`src/rtl/mcuba_pkg.sv`:
```
// Purpose: constants, types and helper functions of the branch, add and and-logic execution core
// Assumes: ref_clk_i is the oscillator itself, so one oscillator period is one clock
// Notes:   opcode fields are kept as named nibbles so decode reads like the encoding
package mcuba_pkg;
    // ****************************************
    // timing and reset values
    // ****************************************
    localparam int unsigned OSC_PER_MCYC = 12;      // oscillator periods per machine cycle
    localparam logic [15:0] PC_RST       = 16'h0000;
    localparam logic [7:0]  SP_RST       = 8'h07;
    // ****************************************
    // opcode encodings
    // ****************************************
    localparam logic [7:0]  OP_JMP_IND   = 8'h73;
    localparam logic [7:0]  OP_JZ        = 8'h60;
    localparam logic [7:0]  OP_JNZ       = 8'h70;
    localparam logic [4:0]  LO_PG_CALL   = 5'h11;
    localparam logic [4:0]  LO_PG_JUMP   = 5'h01;
    localparam logic [3:0]  HI_ADD       = 4'h2;
    localparam logic [3:0]  HI_ADD_WITH_CARRY      = 4'h3;
    localparam logic [3:0]  HI_AND       = 4'h5;
    localparam logic [3:0]  HI_CMP       = 4'hB;
    localparam logic [3:0]  HI_DEC       = 4'hD;
    localparam logic [3:0]  LO_IMM       = 4'h4;
    localparam logic [3:0]  LO_DIR       = 4'h5;
    localparam logic [3:0]  LO_DIR_ACC   = 4'h2;
    localparam logic [3:0]  LO_DIR_IMM   = 4'h3;
    localparam logic [2:0]  LO_IND       = 3'h3;    // low nibble 011i

    typedef enum logic [2:0] {ST_OP, ST_B1, ST_B2, ST_MEM, ST_EXEC, ST_PUSH, ST_WAIT} mcuba_st_t;

    typedef struct packed {
        logic       ok;     // opcode handled by this core
        logic [1:0] nb;     // operand bytes after the opcode
        logic       two;    // two machine cycles
        logic       rn;     // bank register source
        logic       ind;    // indirect source
        logic       dir;    // direct source
        logic       rmw;    // direct destination, read-modify-write
    } mcuba_dec_t;

    typedef struct packed {
        mcuba_st_t   st;
        logic [4:0]  per;
        logic [15:0] pc;
        logic [7:0]  sp;
        logic [7:0]  acc;
        logic        cy;
        logic        ac;
        logic        ov;
        logic [7:0]  op;
        logic [7:0]  b1;
        logic [7:0]  b2;
        logic [7:0]  mv;
        logic        indon;
        logic [7:0]  daddr;
        logic        dwr;
        logic [7:0]  dwdata;
        logic        dsfr;
    } mcuba_regs_t;

    // ****************************************
    // opcode decode
    // ****************************************
    function automatic mcuba_dec_t mcuba_decode(input logic [7:0] op);
        mcuba_dec_t d;
        logic [3:0] hi;
        logic [3:0] lo;
        d  = '0;
        hi = op[7:4];
        lo = op[3:0];
        // shared source field of the register/direct/indirect/immediate groups
        d.rn  = lo[3];
        d.ind = (lo[3:1] == LO_IND);
        d.dir = (lo == LO_DIR);
        if (op[4:0] == LO_PG_CALL || op[4:0] == LO_PG_JUMP) begin
            d     = '0;
            d.ok  = 1'b1;
            d.nb  = 2'd1;
            d.two = 1'b1;
        end else if (op == OP_JMP_IND || op == OP_JZ || op == OP_JNZ) begin
            d     = '0;
            d.ok  = 1'b1;
            d.nb  = (op == OP_JMP_IND) ? 2'd0 : 2'd1;
            d.two = 1'b1;
        end else if (hi == HI_CMP && lo >= LO_IMM) begin
            d.ok  = 1'b1;
            d.nb  = 2'd2;
            d.two = 1'b1;
        end else if (hi == HI_DEC && (lo[3] || lo == LO_DIR)) begin
            d.ok  = 1'b1;
            d.nb  = lo[3] ? 2'd1 : 2'd2;
            d.two = 1'b1;
        end else if ((hi == HI_ADD || hi == HI_ADD_WITH_CARRY || hi == HI_AND) && lo >= LO_IMM) begin
            d.ok  = 1'b1;
            d.nb  = (lo == LO_DIR || lo == LO_IMM) ? 2'd1 : 2'd0;
        end else if (hi == HI_AND && (lo == LO_DIR_ACC || lo == LO_DIR_IMM)) begin
            d     = '0;
            d.ok  = 1'b1;
            d.dir = 1'b1;
            d.rmw = 1'b1;
            d.nb  = (lo == LO_DIR_IMM) ? 2'd2 : 2'd1;
            d.two = (lo == LO_DIR_IMM);
        end else begin
            d = '0;
        end
        return d;
    endfunction : mcuba_decode

    // sum with carry out of bit 7, bit 3 and overflow: {cy, ac, ov, sum}
    function automatic logic [10:0] mcuba_add8(input logic [7:0] a, input logic [7:0] b, input logic c);
        logic [8:0] s;
        logic [4:0] n;
        logic [7:0] l;
        s = {1'b0, a} + {1'b0, b} + {8'h00, c};
        n = {1'b0, a[3:0]} + {1'b0, b[3:0]} + {4'h0, c};
        l = {1'b0, a[6:0]} + {1'b0, b[6:0]} + {7'h00, c};
        return {s[8], n[4], s[8] ^ l[7], s[7:0]};
    endfunction : mcuba_add8
endpackage : mcuba_pkg

```
`src/rtl/mcuba_core.sv`:
```
// Purpose: fetch, decode and execute core for branches, page call/jump, add and byte and
// Assumes: program memory and data memory answer combinationally in the cycle the address is shown
// Notes:   each instruction occupies exactly 12 or 24 clocks from its opcode fetch
//
// Summary of operation
// [RQ1] indirect jump to accumulator plus data pointer: one byte, 24 periods.
// [RQ2] branch on accumulator zero or nonzero: two bytes, relative, 24 periods.
// [RQ3] all four compare-and-branch-unequal forms: three bytes, 24 periods.
// [RQ4] decrement-and-branch: register form two bytes, direct form three; 24 periods.
// [RQ5] page call pushes return address low byte first, pre-incrementing stack pointer.
// [RQ6] page call target: upper five pc bits, opcode bits 7-5, second byte.
// [RQ7] page call is two bytes, two cycles, pattern 10001, flags untouched.
// [RQ8] page jump replaces pc bits 10..0 after the pc advanced by two.
// [RQ9] add leaves sum in accumulator; carry from bit 7, nibble carry from bit 3.
// [RQ10] signed excess flag is carry out of bit 6 xor carry out of bit 7.
// [RQ11] add sources: bank register, direct, indirect, immediate; one cycle each.
// [RQ12] add with carry also adds carry flag; high nibble 0011.
// [RQ13] byte and stores bitwise and into destination, no flag changes.
// [RQ14] and on a port reads the output latch, not the pins.
// [RQ15] and opcodes under 0101; direct-immediate form is three bytes, two cycles.
// [RQ16] rrr picks one of eight registers of the selected bank.
// [RQ17] the i bit picks which pointer register gives the ram address.
// [RQ18] direct addresses 0-127 reach ram, 128-255 reach special registers.
// [RQ19] one machine cycle is twelve oscillator periods.
// [RQ20] operand bytes fetched in order; pc passes all before targets form.
`timescale 1ns/1ns
module mcuba_core
    import mcuba_pkg::*;
#(
    parameter int unsigned N_OSC = mcuba_pkg::OSC_PER_MCYC
) (
    // clock and reset
    input  wire logic        ref_clk_i,
    input  wire logic        rst_i,
    // program memory
    output logic [15:0]      prog_addr_o,
    input  wire logic [7:0]  prog_rdata_i,
    // internal data memory and special registers
    output logic [7:0]       data_addr_o,
    output logic             data_rd_o,
    output logic             data_wr_o,
    output logic [7:0]       data_wdata_o,
    input  wire logic [7:0]  data_rdata_i,
    output logic             data_sfr_o,
    output logic             port_latch_rd_o,
    // neighbouring core state
    input  wire logic [1:0]  bank_sel_i,
    input  wire logic [15:0] data_pointer_i,
    // status
    output logic [7:0]       acc_o,
    output logic             carry_o,
    output logic             nibble_carry_flag_o,
    output logic             signed_excess_flag_o,
    output logic [7:0]       stack_pointer_o,
    output logic             instr_start_o
);
    import mcuba_pkg::*;

    // the step sequence needs seven clocks and the period counter is five bits wide
    if (N_OSC < 8 || N_OSC > 15) begin : g_bad_osc
        $error("N_OSC must lie between 8 and 15");
    end

    localparam logic [4:0] LEN1 = 5'(N_OSC);
    localparam logic [4:0] LEN2 = 5'(2 * N_OSC);

    mcuba_regs_t q;
    mcuba_regs_t d;
    mcuba_dec_t  dq;
    mcuba_dec_t  dn;
    logic [3:0]  hi;
    logic [7:0]  rel;
    logic [15:0] tgt;
    logic [7:0]  src;
    logic [10:0] sum;
    logic [7:0]  lhs;
    logic [7:0]  rhs;
    logic [7:0]  dec;
    logic        is_call;
    logic        is_page;
    logic        is_add;
    logic        is_and;

    // ****************************************
    // decode and operand selection
    // ****************************************
    assign dq      = mcuba_decode(q.op);
    assign dn      = mcuba_decode(prog_rdata_i);
    assign hi      = q.op[7:4];
    assign is_call = (q.op[4:0] == LO_PG_CALL);
    assign is_page = is_call || (q.op[4:0] == LO_PG_JUMP);
    assign is_add  = dq.ok && !is_page && (hi == HI_ADD || hi == HI_ADD_WITH_CARRY);
    assign is_and  = dq.ok && !is_page && (hi == HI_AND);
    assign rel     = (dq.nb == 2'd2) ? q.b2 : q.b1;            // offset is always the last byte
    assign tgt     = q.pc + {{8{rel[7]}}, rel};                 // pc already past the instruction [RQ20]
    assign src     = (dq.rn || dq.ind || dq.dir) ? q.mv : q.b1;
    assign sum     = mcuba_add8(q.acc, src, q.op[4] & q.cy);   // carry in only for 0011 group [RQ12]
    assign lhs     = (dq.rn || dq.ind) ? q.mv : q.acc;
    assign rhs     = dq.dir ? q.mv : q.b1;
    assign dec     = q.mv - 8'h01;

    // ****************************************
    // next state
    // ****************************************
    always_comb begin
        d     = q;
        d.dwr = 1'b0;
        d.per = q.per + 5'd1;
        unique case (q.st)
            ST_OP: begin
                d.op    = prog_rdata_i;
                d.pc    = q.pc + 16'h0001;
                d.per   = 5'd1;
                d.indon = 1'b0;
                d.dsfr  = 1'b0;
                if (dn.ind) begin
                    d.daddr = {3'b000, bank_sel_i, 2'b00, prog_rdata_i[0]};   // pointer register [RQ17]
                end else begin
                    d.daddr = {3'b000, bank_sel_i, prog_rdata_i[2:0]};        // bank register [RQ16]
                end
                d.st = (dn.nb != 2'd0) ? ST_B1 : ST_MEM;
            end
            ST_B1: begin
                d.b1 = prog_rdata_i;
                d.pc = q.pc + 16'h0001;                                 // operand bytes in order [RQ20]
                if (dq.dir) begin
                    d.daddr = prog_rdata_i;
                    d.dsfr  = prog_rdata_i[7];                          // upper half is special registers [RQ18]
                end
                d.st = (dq.nb == 2'd2) ? ST_B2 : ST_MEM;
            end
            ST_B2: begin
                d.b2 = prog_rdata_i;
                d.pc = q.pc + 16'h0001;                                 // [RQ20]
                d.st = ST_MEM;
            end
            ST_MEM: begin
                if (dq.ind && !q.indon) begin
                    d.daddr = data_rdata_i;                             // pointer value gives ram address [RQ17]
                    d.indon = 1'b1;
                end else begin
                    d.mv = data_rdata_i;
                    d.st = ST_EXEC;
                end
            end
            ST_EXEC: begin
                d.st = ST_WAIT;
                if (is_call) begin
                    d.sp     = q.sp + 8'h01;                            // pre-increment, low byte first [RQ5]
                    d.daddr  = q.sp + 8'h01;
                    d.dwdata = q.pc[7:0];
                    d.dwr    = 1'b1;
                    d.dsfr   = 1'b0;
                    d.st     = ST_PUSH;
                end else if (is_page) begin
                    d.pc = {q.pc[15:11], q.op[7:5], q.b1};              // [RQ8]
                end else if (q.op == OP_JMP_IND) begin
                    d.pc = data_pointer_i + {8'h00, q.acc};             // [RQ1]
                end else if (q.op == OP_JZ || q.op == OP_JNZ) begin
                    if ((q.acc == 8'h00) == (q.op == OP_JZ)) begin
                        d.pc = tgt;                                     // [RQ2]
                    end
                end else if (dq.ok && hi == HI_CMP) begin
                    d.cy = (lhs < rhs);                                 // unsigned less-than into carry
                    if (lhs != rhs) begin
                        d.pc = tgt;                                     // [RQ3]
                    end
                end else if (dq.ok && hi == HI_DEC) begin
                    d.dwdata = dec;
                    d.dwr    = 1'b1;
                    if (dec != 8'h00) begin
                        d.pc = tgt;                                     // [RQ4]
                    end
                end else if (is_add) begin
                    d.cy  = sum[10];                                    // [RQ9]
                    d.ac  = sum[9];                                     // [RQ9]
                    d.ov  = sum[8];                                     // [RQ10]
                    d.acc = sum[7:0];                                   // [RQ11] [RQ12]
                end else if (is_and && dq.rmw) begin
                    d.dwdata = q.mv & ((q.op[3:0] == LO_DIR_IMM) ? q.b2 : q.acc);   // [RQ13] [RQ15]
                    d.dwr    = 1'b1;
                end else if (is_and) begin
                    d.acc = q.acc & src;                                // flags left alone [RQ13]
                end
            end
            ST_PUSH: begin
                d.sp     = q.sp + 8'h01;                                // second push, high byte [RQ5]
                d.daddr  = q.sp + 8'h01;
                d.dwdata = q.pc[15:8];
                d.dwr    = 1'b1;
                d.pc     = {q.pc[15:11], q.op[7:5], q.b1};              // stays in same 2K block [RQ6] [RQ7]
                d.st     = ST_WAIT;
            end
            ST_WAIT: begin
                if (q.per == ((dq.two ? LEN2 : LEN1) - 5'd1)) begin
                    d.st = ST_OP;                                       // 12 or 24 periods per instruction [RQ19]
                end
            end
            default: begin
                d.st = ST_OP;
            end
        endcase
    end

    // ****************************************
    // state register
    // ****************************************
    always_ff @(posedge ref_clk_i) begin
        if (rst_i) begin
            q    <= '0;
            q.st <= ST_OP;
            q.pc <= PC_RST;
            q.sp <= SP_RST;
        end else begin
            q <= d;
        end
    end

    // ****************************************
    // outputs
    // ****************************************
    assign prog_addr_o          = q.pc;
    assign data_addr_o          = q.daddr;
    assign data_rd_o            = (q.st == ST_MEM) && (dq.rn || dq.ind || dq.dir);
    assign data_wr_o            = q.dwr;
    assign data_wdata_o         = q.dwdata;
    assign data_sfr_o           = q.dsfr;
    assign port_latch_rd_o      = (q.st == ST_MEM) && is_and && dq.rmw && q.dsfr;   // latch not pins [RQ14]
    assign acc_o                = q.acc;
    assign carry_o              = q.cy;
    assign nibble_carry_flag_o  = q.ac;
    assign signed_excess_flag_o = q.ov;
    assign stack_pointer_o      = q.sp;
    assign instr_start_o        = (q.st == ST_OP);

    // ****************************************
    // checks
    // ****************************************
    logic [4:0] gap_q;
    logic       plen_q;
    logic       seen_q;

    // clocks between opcode fetches and length of the previous instruction
    always_ff @(posedge ref_clk_i) begin
        if (rst_i) begin
            gap_q  <= 5'd0;
            plen_q <= 1'b0;
            seen_q <= 1'b0;
        end else if (q.st == ST_OP) begin
            gap_q  <= 5'd1;
            plen_q <= dn.two;
            seen_q <= 1'b1;
        end else begin
            gap_q  <= gap_q + 5'd1;
        end
    end
endmodule : mcuba_core

```
`config.mk`:
```
export PLATFORM = sky130hd
export DESIGN_NAME = mcuba_core
export DESIGN_NICKNAME = d
export VERILOG_FILES = /design/src/rtl/mcuba_pkg.sv /design/src/rtl/mcuba_core.sv
export SDC_FILE = /design/constraint.sdc
export NUM_CORES = 1
export LEC_CHECK = 0
export BUFFER_PORTS_ARGS = -buffer_cell sky130_fd_sc_hd__buf_2
export CORE_ASPECT_RATIO = 0.6
export CORE_MARGIN = 3
export CORE_UTILIZATION = 40
export CTS_CLUSTER_DIAMETER = 40
export DETAILED_ROUTE_END_ITERATION = 10
export PLACE_DENSITY = 0.61
export SYNTH_ARGS = -nofsm -noshare
export SYNTH_HDL_FRONTEND = slang
export SYNTH_SLANG_ARGS = --single-unit
export TNS_END_PERCENT = 10
```
`constraint.sdc`:
```
create_clock -name ref_clk_i -period 8.4 [get_ports ref_clk_i]
set_input_delay 1.26 -clock ref_clk_i [delete_from_list [all_inputs] [get_ports ref_clk_i]]
set_output_delay 1.26 -clock ref_clk_i [all_outputs]
set_load 0.05 [all_outputs]
```
# Word level (Yosys, flattened, before mapping)
# Index checks and enable logic that the tools add are counted.
# W data, S select, Z words.
dict set report op_classes {
  n_eq_ne 63
  order_cmp 3
  reduce_logical 66
  n_addsub 13
  muxes 74
  bitwise_logic 12
}
# cell n
set op_table {}
lappend op_table {{$mux W16} 9}
lappend op_table {{$mux W8} 13}
lappend op_table {{$mux W9} 9}
lappend op_table {{$eq A8 B7 Y1 const B} 6}
lappend op_table {{$pmux W16 S3} 1}
lappend op_table {{$pmux W8 S5} 1}
lappend op_table {{$eq A4 B2 Y1 const B} 8}
lappend op_table {{$eq A4 B3 Y1 const B} 6}
lappend op_table {{$mux W3} 8}
lappend op_table {{$mux W4} 6}
lappend op_table {{$mux W7} 3}
lappend op_table {{$pmux W3 S7} 1}
lappend op_table {{$ne A5 B5 Y1 const B} 4}
lappend op_table {{$logic_and A1 B1 Y1} 19}
lappend op_table {{$logic_or A1 B1 Y1} 19}
lappend op_table {{$ne A2 B2 Y1 const B} 9}
lappend op_table {{$ne A6 B6 Y1 const B} 3}
lappend op_table {{$pmux W9 S2} 1}
lappend op_table {{$add A16 B1 Y16 const B} 1}
lappend op_table {{$add A16 B16 Y16} 1}
lappend op_table {{$add A16 B8 Y16} 1}
lappend op_table {{$and A8 B8 Y8} 2}
lappend op_table {{$eq A4 B4 Y1 const B} 4}
lappend op_table {{$pmux W8 S2} 1}
lappend op_table {{other kinds (47)} 95}
dict set report word_totals {
  regBits 94
  output_inout_bits 56
}

# Depth between registers and ports, before layout
# Gate-level depths: netlist of run 1.
dict set report logic_depth {
  ltp_word 21
  mapped_depth 19
  mapped_depth_nobuf 18
}

# Least setup slack after synthesis of run 1
# Ideal clock, no wire load.
dict set report synth_path {
  path_type {reg2reg}
  from {reg q (netlist bit hi[0])}
  to {reg q (netlist bit acc_o[6])}
  t_arrival_ps 3644
  n_path_buf 1
  stages_incl_launch_ff 20
  synth_period_minus_slack_ps 3729
  required_ps 8314
  setup_slack_ps 4671
  cell_sequence {dfxtp_1 > buf_4 > nand3b_4 > a2bb2oi_2 > nand3b_1 > mux2i_2 > inv_2 > nand2_2 > mux2_2 > fa_1 > inv_1 > fa_1 > nor2b_1 > o21ai_0 > a21boi_0 > o21ai_0 > nor2b_1 > xnor2_1 > mux2i_1 > a211oi_1}
}
dict set report synth_via {
  elab_chain_cells 16
}
# item line_no
set synth_rtl {}
lappend synth_rtl {{start, declared} mcuba_core.sv:67} ;# mcuba_regs_t q;
lappend synth_rtl {{branches (longest 16 deep; another with $mux W8)} -}
# Parallel ways; which one is timed is not known. The select of a mux whose other input is x is not followed.
# A chain may end at the register's enable or synchronous reset.

# Worst setup path in the final report of run 1
# Ends and elaborated chain as after synthesis.

==> metrics.md, run 1 <==
| Metric | Value |
|---|---|
| Status | `complete, no violations` |
| CTS tree | `done` |
| Filler cell count in the final layout | `1955` |
| M1 GR Usage | `0.363` |
| Xor/xnor share of the synthesized area | `0.0602` |
| Simple-Gate Fraction of Synth Area | `0.210` |
| Mux cell area share after synthesis | `0.107` |
| Worst-Margin Slew | `0.840 ns` |
| Synth-to-Final Area Change | `7.23%` |
| Met2 GRT Util | `0.310` |
| R2r worst-path depth | `18` |
| WL/cell | `between 20 and 25 um` |
| Slew Limit Fails | `0` |
| Clock sink count | `94` |
| Pwr Total | `~1.6 mW` |
| Worst min-delay path class | `reg -> reg` |
| Gr usage total | `0.234` |
| IO Count | `92` |
| Rows | `39` |
| Bufs on Longest Clock Path | `2` |
| Maximum number of pins on one net before global-route repair | `63` |
| Yosys warnings | `0` |
| Adder-Cell Fraction of Synth Area | `0.0804` |
| Syn Nets | `about 1100` |
| Top Usage Layer GRT | `met1` |
| Main combinational cell family by area after synthesis | `compound AO/OA/AOI/OAI gates` |
| Hold Path Sink | `data_wdata_o[3]$_SDFFE_PP0P_` |
| Area of the multi-input gates | `0.00541 sq mm` |
| Die area | `approximately 0.022 sq mm` |
| Most frequent cells in the layout | `94 x dfxtp_1, 92 x nand2_1, 90 x nor2_1, 90 x buf_2, 74 x a21oi_1` |
| VDD IR max | `106 uV` |
| Die height | `between 100 and 150 um` |
| Diode count | `0` |
| Synth Register Bits | `94` |
| Hold depth | `2` |
| Share of layout cells above drive strength 1 | `0.174` |
| Critical path class | `reg -> reg` |
| Tmin final | `between 4 and 5 ns` |
| Initial core utilization | `0.414` |
| Data arrival, critical path | `approximately 5.0 ns` |
| Ys flop type | `dfxtp_1` |
| Initial antenna violation count | `1` |
| Fin crit share | `0.558` |
| R2R setup slack | `3.71 ns` |
| Hold Fails Final Rpt | `0` |
| Netlist Area Pre-Place | `0.00800 sq mm` |
| Syn Area/Cell | `8.06 sq um` |
| Number of buffers created by CTS | `9` |
| Post-CTS Hold Buffers | `0` |
| Setup TNS | `0 ns` |
| Number of global-route vias before repair | `6639` |
| Slew HR | `0.439` |
| Endpoints failing setup | `0` |
| Critical R2R Launch | `hi[0]$_SDFFE_PP0P_` |
| RSZ-0062 raised after global routing | `false` |
| Clock Latency Late Sink | `about 0.36 ns` |
| Resized Gates After CTS | `0` |
| Crit end category | `flop` |
| Via count | `7345` |
| PwrDens | `185 mW/mm^2` |
| Setup Fix Bufs, Post-CTS | `0` |
| Vias per inst | `5.78` |
| Crit Path Max Fanout | `17` |
| Reg area | `0.00188 sq mm` |
| Commonest non-fill, non-tap cell in the layout | `dfxtp_1` |
| TritonRoute pass-1 iters | `7` |
| Fin nets | `around 1100` |
| Syn Inst Count | `992` |
| First-pass GRT wire length | `approximately 40000 um` |
| Met3 GRT Util | `0.0771` |
| Die W | `189 um` |
| Grt ovf | `0` |
| Fmax achieved | `213 MHz` |
| Register area share after synthesis | `0.235` |
| Unique cell type count in the Yosys netlist | `93` |
| DP HPWL | `19500 um` |
| Reg clk slew, reported paths | `0.07 ns` |
| PortBufs | `91` |
| Number of DRC markers in iteration 0 | `960` |
| Core footprint | `0.0193 sq mm` |
| Pleak | `around 3.6 nW` |
| Drt total wl | `between 20000 and 30000 um` |
| Max-cap viol count | `0` |
| Post-synth EDFFs | `0` |
| Htree depth | `3` |
| Startpoint types | `flop` |
| Core Util, Final | `0.444` |
| Worst-case clock skew | `0.00914 ns` |
| Hold path start | `data_wdata_o[3]$_SDFFE_PP0P_` |
| Setup WS post-layout | `3.71 ns` |
| Compound-cell area share of the yosys netlist | `0.219` |
| Worst Path Required | `a little under 9 ns` |
| Routability cong. | `approximately 0.95` |
| Setup WS pre-CTS | `roughly 3.8 ns` |
| Detailed-route DRC error count | `0` |
| Worst hold slack | `0.445 ns` |
| Reg-to-reg critical path endpoint | `acc_o[6]$_SDFFE_PP0P_` |
| Ys async rst share | `0` |
| ANT nets after route | `0` |
| CTS root buffer | `clkbuf_16` |
-- where the power goes --
group          switching (mW)  leakage (nW)  total [mW]  internal (mW)
clock                   0.197         0.180       0.520          0.323
sequential             0.0848         0.765       0.571          0.487
combinational           0.322          2.62       0.498          0.176
-- metal layers --
| metal | part of all wire | vias up |
|---|---|---|
| li1 | - | 3586 |
| met1 | 0.49 | 3410 |
| met2 | 0.38 | 324 |
| met3 | 0.12 | 23 |
| met4 | 0.0089 | 2 |
| met5 | 0.00051 | - |
-- kinds of logic (layout without fill, tap and decap cells) --
family,count (synthesis),after routing
AOI/OAI and AO/OA,257,257
xor gates and xnor gates,55,55
adders and majority gates,49,49
buffers and inverters,121,133
DFF,94,94
muxes,82,82
and+or+nand+nor,334,334
-- per-stage QoR --
stage	area, sq um	std cells
2_1_floorplan	8000	992
3_3_place_gp	8210	1254
3_5_place_dp	8210	1254
4_1_cts	8580	1270
5_1_grt	8580	1270
6_report	8580	1270
-- critical path: stages (launching register included) --
cell	delay, ns
dfxtp_1	0.73
nand3b_4	0.22
a2bb2oi_2	0.21
nand3b_1	0.20
mux2i_2	0.64
inv_2	0.06
nand2_2	0.20
mux2_2	0.39
fa_1	0.41
inv_1	0.08
fa_1	0.17
nor2b_1	0.06
o21ai_0	0.19
a21boi_0	0.15
o21ai_0	0.23
nor2b_1	0.19
xnor2_1	0.13
mux2i_1	0.09
a211oi_1	0.24
-- worst max path at each step --
stage	start	end	slack, ns	cells past startpoint
2_1_floorplan	hi[0]$_SDFFE_PP0P_	acc_o[6]$_SDFFE_PP0P_	4.67	19
3_3_place_gp	hi[0]$_SDFFE_PP0P_	acc_o[6]$_SDFFE_PP0P_	3.97	18
3_5_place_dp	hi[0]$_SDFFE_PP0P_	acc_o[6]$_SDFFE_PP0P_	3.83	18
4_1_cts	hi[0]$_SDFFE_PP0P_	acc_o[6]$_SDFFE_PP0P_	3.80	18
5_1_grt	hi[0]$_SDFFE_PP0P_	acc_o[6]$_SDFFE_PP0P_	3.25	18
6_report	hi[0]$_SDFFE_PP0P_	acc_o[6]$_SDFFE_PP0P_	3.71	18
-- cells in the mapped netlist, types with 4 or more instances --
cell type / count / area, sq um
o21ai_1: 13 / 65.1
and3_1: 16 / 100
inv_1: 18 / 67.6
buf_1: 4 / 15.0
nor3_1: 26 / 130
ha_1: 45 / 563
a22oi_1: 7 / 52.6
mux2i_1: 56 / 561
a222oi_1: 12 / 120
xor2_1: 21 / 184
fa_1: 4 / 80.1
o211ai_1: 7 / 52.6
o22ai_1: 6 / 37.5
o21ai_0: 51 / 255
clkbuf_1: 33 / 124
nand3_1: 26 / 130
nand2b_1: 10 / 62.6
xnor2_1: 34 / 298
nor2b_1: 13 / 81.3
nor2_1: 90 / 338
a31oi_1: 5 / 31.3
buf_6: 5 / 56.3
a21o_1: 7 / 52.6
nand2_1: 92 / 345
nand3b_1: 7 / 52.6
o21a_1: 7 / 52.6
buf_2: 5 / 25.0
or3_1: 10 / 62.6
dfxtp_1: 94 / 1880
a211oi_1: 16 / 120
mux2_2: 24 / 270
nand4_1: 7 / 43.8
buf_4: 55 / 413
a21oi_1: 74 / 370
or2_2: 4 / 25.0
-- state kept, by name, indices dropped and copies added (netlist names) --
name                  cells
data_wdata_o              8
q                        37
acc_o                     8
data_addr_o               8
prog_addr_o              16
hi                        4
nibble_carry_flag_o       1
signed_excess_flag_o      1
carry_o                   1
stack_pointer_o           8
data_sfr_o                1
data_wr_o                 1
-- cell type report --
cell class,count,area share
multi-input cells,777,0.631
flip-flops and latches,94,0.219
repair buffers,98,0.0595
well taps,266,0.0388
clock buffers,9,0.0263
clock inverters,7,0.0166
inverters,19,0.00832
No activity file was read; power rests on OpenSTA's default activity.
==> run 2, diff against run 1 <==
--- a/config.mk
+++ b/config.mk
@@ -5,13 +5,14 @@
 export SDC_FILE = /design/constraint.sdc
 export NUM_CORES = 1
 export LEC_CHECK = 0
+export ABC_AREA = 1
 export BUFFER_PORTS_ARGS = -buffer_cell sky130_fd_sc_hd__buf_2
 export CORE_ASPECT_RATIO = 0.6
 export CORE_MARGIN = 3
 export CORE_UTILIZATION = 40
 export CTS_CLUSTER_DIAMETER = 40
 export DETAILED_ROUTE_END_ITERATION = 10
-export PLACE_DENSITY = 0.61
+export PLACE_DENSITY = 0.63
 export SYNTH_ARGS = -nofsm -noshare
 export SYNTH_HDL_FRONTEND = slang
 export SYNTH_SLANG_ARGS = --single-unit
==> constraint.sdc (replaced) <==
create_clock -name ref_clk_i -period 4.09 [get_ports ref_clk_i]
set_input_delay 0.6135 -clock ref_clk_i [delete_from_list [all_inputs] [get_ports ref_clk_i]]
set_output_delay 0.6135 -clock ref_clk_i [all_outputs]
set_load 0.05 [all_outputs]
==> run 2 against run 1 <==
Against the previous run:
- non-clock buffer count up 4
- design area is 5.5% higher
- clock skew rose by 0.00057 ns
- wire length increased by 17%
- global-route usage is 2.4 points higher
- largest cell class unchanged
==> metrics.md, run 2 <==
| Metric | Value |
|---|---|
| Setup TNS | `0 ns` |
| PortBufs | `91` |
| Syn Nets | `1429` |
| Worst-Margin Slew | `between 0.9 and 1 ns` |
| CTS root buffer | `clkbuf_16` |
| Mux cell area share after synthesis | `0` |
| Reg-to-reg critical path endpoint | `prog_addr_o[14]$_SDFFE_PP0P_` |
| Detailed-route DRC error count | `0` |
| Startpoint types | `flop` |
| Initial antenna violation count | `0` |
| Most frequent cells in the layout | `295 x nand2_1, 152 x nor2_1, 146 x inv_1, 136 x o21ai_0, 118 x a21oi_1` |
| Crit end category | `flop` |
| Crit Path Max Fanout | `14` |
| Fmax achieved | `approximately 270 MHz` |
| Worst hold slack | `0.464 ns` |
| Number of flip-flops in the largest register | `37` |
| Placed insts | `1637` |
| CP endpoint | `prog_addr_o[14]$_SDFFE_PP0P_` |
| Finished Cell Area | `0.00905 sq mm` |
| Grt ovf | `0` |
| CP max stage delay | `0.45 ns` |
| Critical R2R Launch | `hi[0]$_SDFFE_PP0P_` |
| Cell Count, Final, Fillers Out | `approximately 1700` |
| Initial core utilization | `0.412` |
| Data arrival, critical path | `3.96 ns` |
| Sequential power share | `0.291` |
| Clock Latency Late Sink | `0.36 ns` |
| Xor/xnor share of the synthesized area | `0.0284` |
| IO Count | `92` |
| CP startpoint | `hi[0]$_SDFFE_PP0P_` |
| Worst Path Required | `roughly 4.4 ns` |
| Placed Instance Area | `about 0.0087 sq mm` |
| Most frequent cells after synthesis | `295 x nand2_1, 152 x nor2_1, 146 x inv_1` |
| Via count | `9037` |
| Gate power share | `0.494` |
| Netlist Area Pre-Place | `0.00834 sq mm` |
| CTS tree | `done` |
| Core Util, Final | `0.447` |
| First-pass GRT wire length | `45400 um` |
| Number of DRC markers in iteration 0 | `between 1000 and 1500` |
| Status | `complete, no violations` |
| Register area share after synthesis | `0.226` |
| Tmin final | `3.70 ns` |
| Worst min-delay path class | `reg -> reg` |
| Synth area leaders | `dfxtp_1 23%, nand2_1 13%, o21ai_0 8.2%, a21oi_1 7.1%, nor2_1 6.8%` |
| TritonRoute pass-1 iters | `6` |
| Bufs on Longest Clock Path | `2` |
| Sw power | `2.41 mW` |
| Die area | `0.0227 sq mm` |
| Commonest non-fill, non-tap cell in the layout | `nand2_1` |
| Vias per inst | `5.47` |
| Die W | `about 190 um` |
| Ys flop type | `dfxtp_1` |
| Fin crit share | `0.905` |
| Routability cong. | `0.973` |
| Gr usage total | `0.258` |
| Register bank with the most flops | `q` |
| DP HPWL | `23600 um` |
| Reg clk slew, reported paths | `0.07 ns` |
| Most used cell, CP | `nand2_1` |
| Adder-Cell Fraction of Synth Area | `0.0771` |
| Unique cell type count in the Yosys netlist | `52` |
| Endpoints failing setup | `0` |
| Setup WS post-layout | `about 0.39 ns` |
| VDD IR max | `approximately 300 uV` |
| Post-synth top area cell | `dfxtp_1` |
| Int Pwr | `between 2 and 2.5 mW` |
| Share of Yosys cell area claimed by the top area cell type | `0.226` |
| Max-cap viol count | `0` |
| Htree depth | `3` |
| Slew HR | `0.370` |
| Core footprint | `between 0.02 and 0.025 sq mm` |
| Post-synth EDFFs | `0` |
| Ys async rst share | `0` |
| RSZ-0062 raised after global routing | `false` |
| WL/cell | `approximately 18 um` |
| Clock power share | `0.215` |
| Simple-Gate Fraction of Synth Area | `0.332` |
| Crit-path cells | `nand2_1 > nor2_1 > nand2_1 > nand3_1 > buf_4 > nand2_1 > o21ai_0 > ha_1 > fa_1 > nand3_1 > nand2_1 > nand2_1 > o21ai_0 > nand3_1 > nand3_1 > nand2_1 > nor2_1 > nor2_1 > nor2_1 > nor2_1` |
| Worst-case clock skew | `0.00971 ns` |
| Drt total wl | `30000 um` |
| Synth-to-Final Area Change | `8.49%` |
| Most instantiated library cell after synthesis | `nand2_1` |
| Maximum number of pins on one net before global-route repair | `57` |
| Main combinational cell family by area after synthesis | `simple AND/OR/NAND/NOR gates` |
| PwrDens | `538 mW/mm^2` |
| Compound-cell area share of the yosys netlist | `0.202` |
| Critical path class | `reg -> reg` |
| Slew Limit Fails | `0` |
| R2R setup slack | `0.39 ns` |
| Syn Inst Count | `1344` |
| ANT nets after route | `0` |
| Clock sink count | `94` |
| R2r worst-path depth | `20` |
| Hold depth | `2` |
| Synth Register Bits | `94` |
| Setup WS pre-CTS | `between 0.4 and 0.5 ns` |
| Pwr Total | `4.87 mW` |
| Hold Fails Final Rpt | `0` |
| Sw Ratio | `0.495` |
| Diode count | `0` |
| CP max-delay cell | `dfxtp_1` |
| Fin nets | `1460` |
| Rows | `40` |
| Share of layout cells above drive strength 1 | `0.125` |
| Yosys warnings | `0` |
| Pleak | `4.24 nW` |
| Post-CTS Hold Buffers | `0` |
| Number of buffers created by CTS | `9` |
| Number of global-route vias before repair | `7769` |
| Syn Area/Cell | `6.20 sq um` |
| Die height | `118 um` |
## run 2: power groups by stage
stage / clock network (mW) / logic [mW] / registers, mW
after floorplan: 0 / 1.99 / 1.30
after global placement: 0 / 2.34 / 1.43
after detailed placement: 0 / 2.36 / 1.42
after CTS: 1.06 / 2.37 / 1.41
after global routing: 1.09 / 2.65 / 1.44
final: 1.05 / 2.41 / 1.42
## run 2: timing repair
item,in CTS,in global routing
resized for setup,0,1
buffers inserted,0,0
endpoints found under the setup margin,0,1
## run 2: routing by layer
metal | GRT usage | vias to the layer above | wire length [um]
li1 | - | 4460 | -
met1 | 0.420 | 4146 | 14900
met2 | 0.326 | 402 | 11200
met3 | 0.0821 | 29 | 3560
met4 | 0.0373 | 0 | 309
met5 | 0 | - | 0
## run 2: worst min-delay path by stage
stage / start / to / slack (ns)
2_1_floorplan: q[40]$_SDFFE_PP0N_ / q[40]$_SDFFE_PP0N_ / 0.44
3_3_place_gp: q[41]$_SDFFE_PP0N_ / q[41]$_SDFFE_PP0N_ / 0.45
3_5_place_dp: q[41]$_SDFFE_PP0N_ / q[41]$_SDFFE_PP0N_ / 0.46
4_1_cts: q[41]$_SDFFE_PP0N_ / q[41]$_SDFFE_PP0N_ / 0.47
5_1_grt: q[40]$_SDFFE_PP0N_ / q[40]$_SDFFE_PP0N_ / 0.49
6_report: q[41]$_SDFFE_PP0N_ / q[41]$_SDFFE_PP0N_ / 0.46
## run 2: critical path: cells and delay by family (launching register included)
| family | cells | cell delay (ns) |
|---|---|---|
| fa+ha+maj | 2 | 0.54 |
| simple gates | 15 | 1.96 |
| buf+inv | 1 | 0.22 |
| compound gates | 2 | 0.44 |
| flops | 1 | 0.45 |
## run 2: kinds of logic (layout without fill, tap and decap cells)
logic type,after synthesis,in the layout
fa+ha+maj,49,49
simple gates,622,622
buf+inv,242,277
xor+xnor,27,27
flops,94,94
compound gates,310,310
## run 2: area by class of cell
cell class	instances	area, sq um
multi-input cells	1008	5330
fillers	2219	11200
flip-flops and latches	94	1880
well taps	273	342
clock inverters	6	135
repair buffers	102	538
inverters	160	601
clock buffers	9	225
==> run 3, diff against run 2 <==
--- a/config.mk
+++ b/config.mk
@@ -5,7 +5,7 @@
 export SDC_FILE = /design/constraint.sdc
 export NUM_CORES = 1
 export LEC_CHECK = 0
-export ABC_AREA = 1
+export ABC_AREA = 0
 export BUFFER_PORTS_ARGS = -buffer_cell sky130_fd_sc_hd__buf_2
 export CORE_ASPECT_RATIO = 0.6
 export CORE_MARGIN = 3
@@ -13,6 +13,7 @@
 export CTS_CLUSTER_DIAMETER = 40
 export DETAILED_ROUTE_END_ITERATION = 10
 export PLACE_DENSITY = 0.63
+export SLEW_MARGIN = 20
 export SYNTH_ARGS = -nofsm -noshare
 export SYNTH_HDL_FRONTEND = slang
 export SYNTH_SLANG_ARGS = --single-unit
==> run 3 against run 2 <==
Against the previous run:
- worst setup slack worse by 0.13 ns
- design area down 4.6%
- hold slack worse by 0.020 ns
- maximum frequency down 3.5%
- critical path type unchanged
- highest routed layer is now met5
==> metrics.md, run 3 (synthesis results as in run 1) <==
| Metric | Value |
|---|---|
| Status | `complete, no violations` |
| Synth-to-Final Area Change | `7.96%` |
| Fin nets | `~1100` |
| Worst-case clock skew | `0.0140 ns` |
| WL/cell | `20.3 um` |
| Vias per inst | `5.80` |
| CP startpoint | `q[45]$_SDFFE_PP0P_` |
| Detailed-route DRC error count | `0` |
| Commonest non-fill, non-tap cell in the layout | `nand2_1` |
| Fmax achieved | `261 MHz` |
| Maximum number of pins on one net before global-route repair | `58` |
| Register bank with the most flops | `q` |
| Gr usage total | `0.236` |
| Pleak | `3.61 nW` |
| Die area | `0.0218 sq mm` |
| Critical R2R Launch | `q[45]$_SDFFE_PP0P_` |
| CP endpoint | `prog_addr_o[15]$_SDFFE_PP0P_` |
| Reg clk slew, reported paths | `0.07 ns` |
| Share of layout cells above drive strength 1 | `0.191` |
| Resized Gates After CTS | `0` |
| Diode count | `0` |
| TritonRoute pass-1 iters | `7` |
| Bufs on Longest Clock Path | `2` |
| Setup TNS | `0 ns` |
| Data arrival, critical path | `4.05 ns` |
| Number of DRC markers in iteration 0 | `949` |
| R2r worst-path depth | `15` |
| Hold Fails Final Rpt | `0` |
| PwrDens | `360 mW/mm^2` |
| Worst min-delay path class | `reg -> reg` |
| CP max-delay cell | `dfxtp_2` |
| Buf/Inv on CP | `1` |
| Routability cong. | `0.942` |
| Slew HR | `0.324` |
| Instance count on the critical path | `15` |
| Grt ovf | `0` |
| Die height | `116 um` |
| VDD IR max | `between 200 and 250 uV` |
| Clock sink count | `94` |
| Fin crit share | `0.938` |
| PortBufs | `slightly above 90` |
| Core footprint | `0.0193 sq mm` |
| RSZ-0062 raised after global routing | `false` |
| Drt total wl | `26000 um` |
| Via count | `7449` |
| Number of global-route vias before repair | `6604` |
| Rows | `39` |
| Worst Path Required | `around 4.3 ns` |
| Endpoints failing setup | `0` |
| Die W | `189 um` |
| Startpoint types | `flop` |
| Initial core utilization | `0.414` |
| Crit end category | `flop` |
| Worst hold slack | `0.445 ns` |
| Initial antenna violation count | `0` |
| Number of buffers created by CTS | `9` |
| First-pass GRT wire length | `40200 um` |
| IO Count | `92` |
| Most frequent cells in the layout | `92 x nand2_1, 91 x dfxtp_1, 90 x nor2_1, 90 x buf_2, 72 x a21oi_1` |
| Crit-path cells | `and3b_1 > nor2b_2 > mux2i_1 > o22ai_2 > buf_4 > mux2_2 > ha_1 > nand3_1 > o211a_1 > a211o_1 > a21oi_1 > a21o_1 > a21oi_1 > xnor2_1 > o22ai_2` |
| Number of flip-flops in the largest register | `37` |
| CP max stage delay | `0.45 ns` |
| Clock Latency Late Sink | `0.36 ns` |
| ANT nets after route | `0` |
| CTS tree | `done` |
| Reg-to-reg critical path endpoint | `prog_addr_o[15]$_SDFFE_PP0P_` |
| Post-CTS Hold Buffers | `0` |
| R2R setup slack | `0.26 ns` |
| CTS root buffer | `clkbuf_16` |
| Slew Limit Fails | `0` |
| DP HPWL | `between 15000 and 20000 um` |
| Max-cap viol count | `0` |
| Tmin final | `between 3 and 4 ns` |
| Critical path class | `reg -> reg` |
| Htree depth | `3` |
| Setup Fix Bufs, Post-CTS | `0` |
| Crit Path Max Fanout | `8` |
| Worst-Margin Slew | `1.01 ns` |
| Top Family by Delay on Critical Path | `compound AO/OA/AOI/OAI gates` |
run 3: cell types whose count changed in the layout (fill, tap and decap cells not counted), moves of 46 or more:
cell,previous run,this run
nand2_1,295,92
mux2i_1,0,56
nor2_1,152,90
a21oi_1,118,72
o21ai_0,136,51
nand3_1,82,26
inv_1,146,18
run 3: metal layers:
layer | global-route usage | wire length [um] | vias up
li1 | - | - | 3598
met1 | 0.366 | 12700 | 3470
met2 | 0.308 | 9880 | 354
met3 | 0.0846 | 3140 | 25
met4 | 0.0327 | 258 | 2
met5 | 0.0256 | 79 | -
run 3: tightest hold or removal path, stage by stage (launching register included):
cell     delay [ns]
dfxtp_1        0.31
nand2_1        0.05
o21ai_1        0.05
run 3: layout make-up:
class                      instances  area [sq um]
tap                              266           333
clock buffer                      10           229
sequential                        94          1890
multi-input combinational        777          5420
inverter                          19          71.3
fill                            1978         10700
clock inverter                     6          71.3
timing repair buffer             113           623
run 3: stage by stage:
step / total power [mW] / cells / area, sq um / setup WS (ns) / util
after global routing: 3.25 / 1285 / 8630 / 0.0120 / 0.447
after CTS: 3.09 / 1285 / 8620 / 0.168 / 0.446
after floorplan: 2.00 / 992 / 8000 / 0.361 / -
after detailed placement: 2.21 / 1269 / 8320 / 0.170 / 0.431
final: 3.11 / 1285 / 8630 / 0.255 / 0.447
after global placement: 2.20 / 1269 / 8320 / 0.276 / 0.431
run 3: worst min path at each step:
stage / start / end / slack, ns / cells after the start
after detailed placement: data_wdata_o[2]$_SDFFE_PP0P_ / data_wdata_o[2]$_SDFFE_PP0P_ / 0.44 / 2
after global routing: data_wdata_o[7]$_SDFFE_PP0P_ / data_wdata_o[7]$_SDFFE_PP0P_ / 0.47 / 2
after CTS: data_wdata_o[2]$_SDFFE_PP0P_ / data_wdata_o[2]$_SDFFE_PP0P_ / 0.45 / 2
after floorplan: data_wdata_o[0]$_SDFFE_PP0P_ / data_wdata_o[0]$_SDFFE_PP0P_ / 0.43 / 2
after global placement: data_wdata_o[1]$_SDFFE_PP0P_ / data_wdata_o[1]$_SDFFE_PP0P_ / 0.43 / 2
final: data_wdata_o[2]$_SDFFE_PP0P_ / data_wdata_o[2]$_SDFFE_PP0P_ / 0.44 / 2
run 3: where the power goes:
part	switching (mW)	total [mW]	internal, mW
Combinational	0.671	1.05	0.377
Clock	0.408	0.889	0.481
Sequential	0.169	1.17	1.00
Total	1.25	3.11	1.86
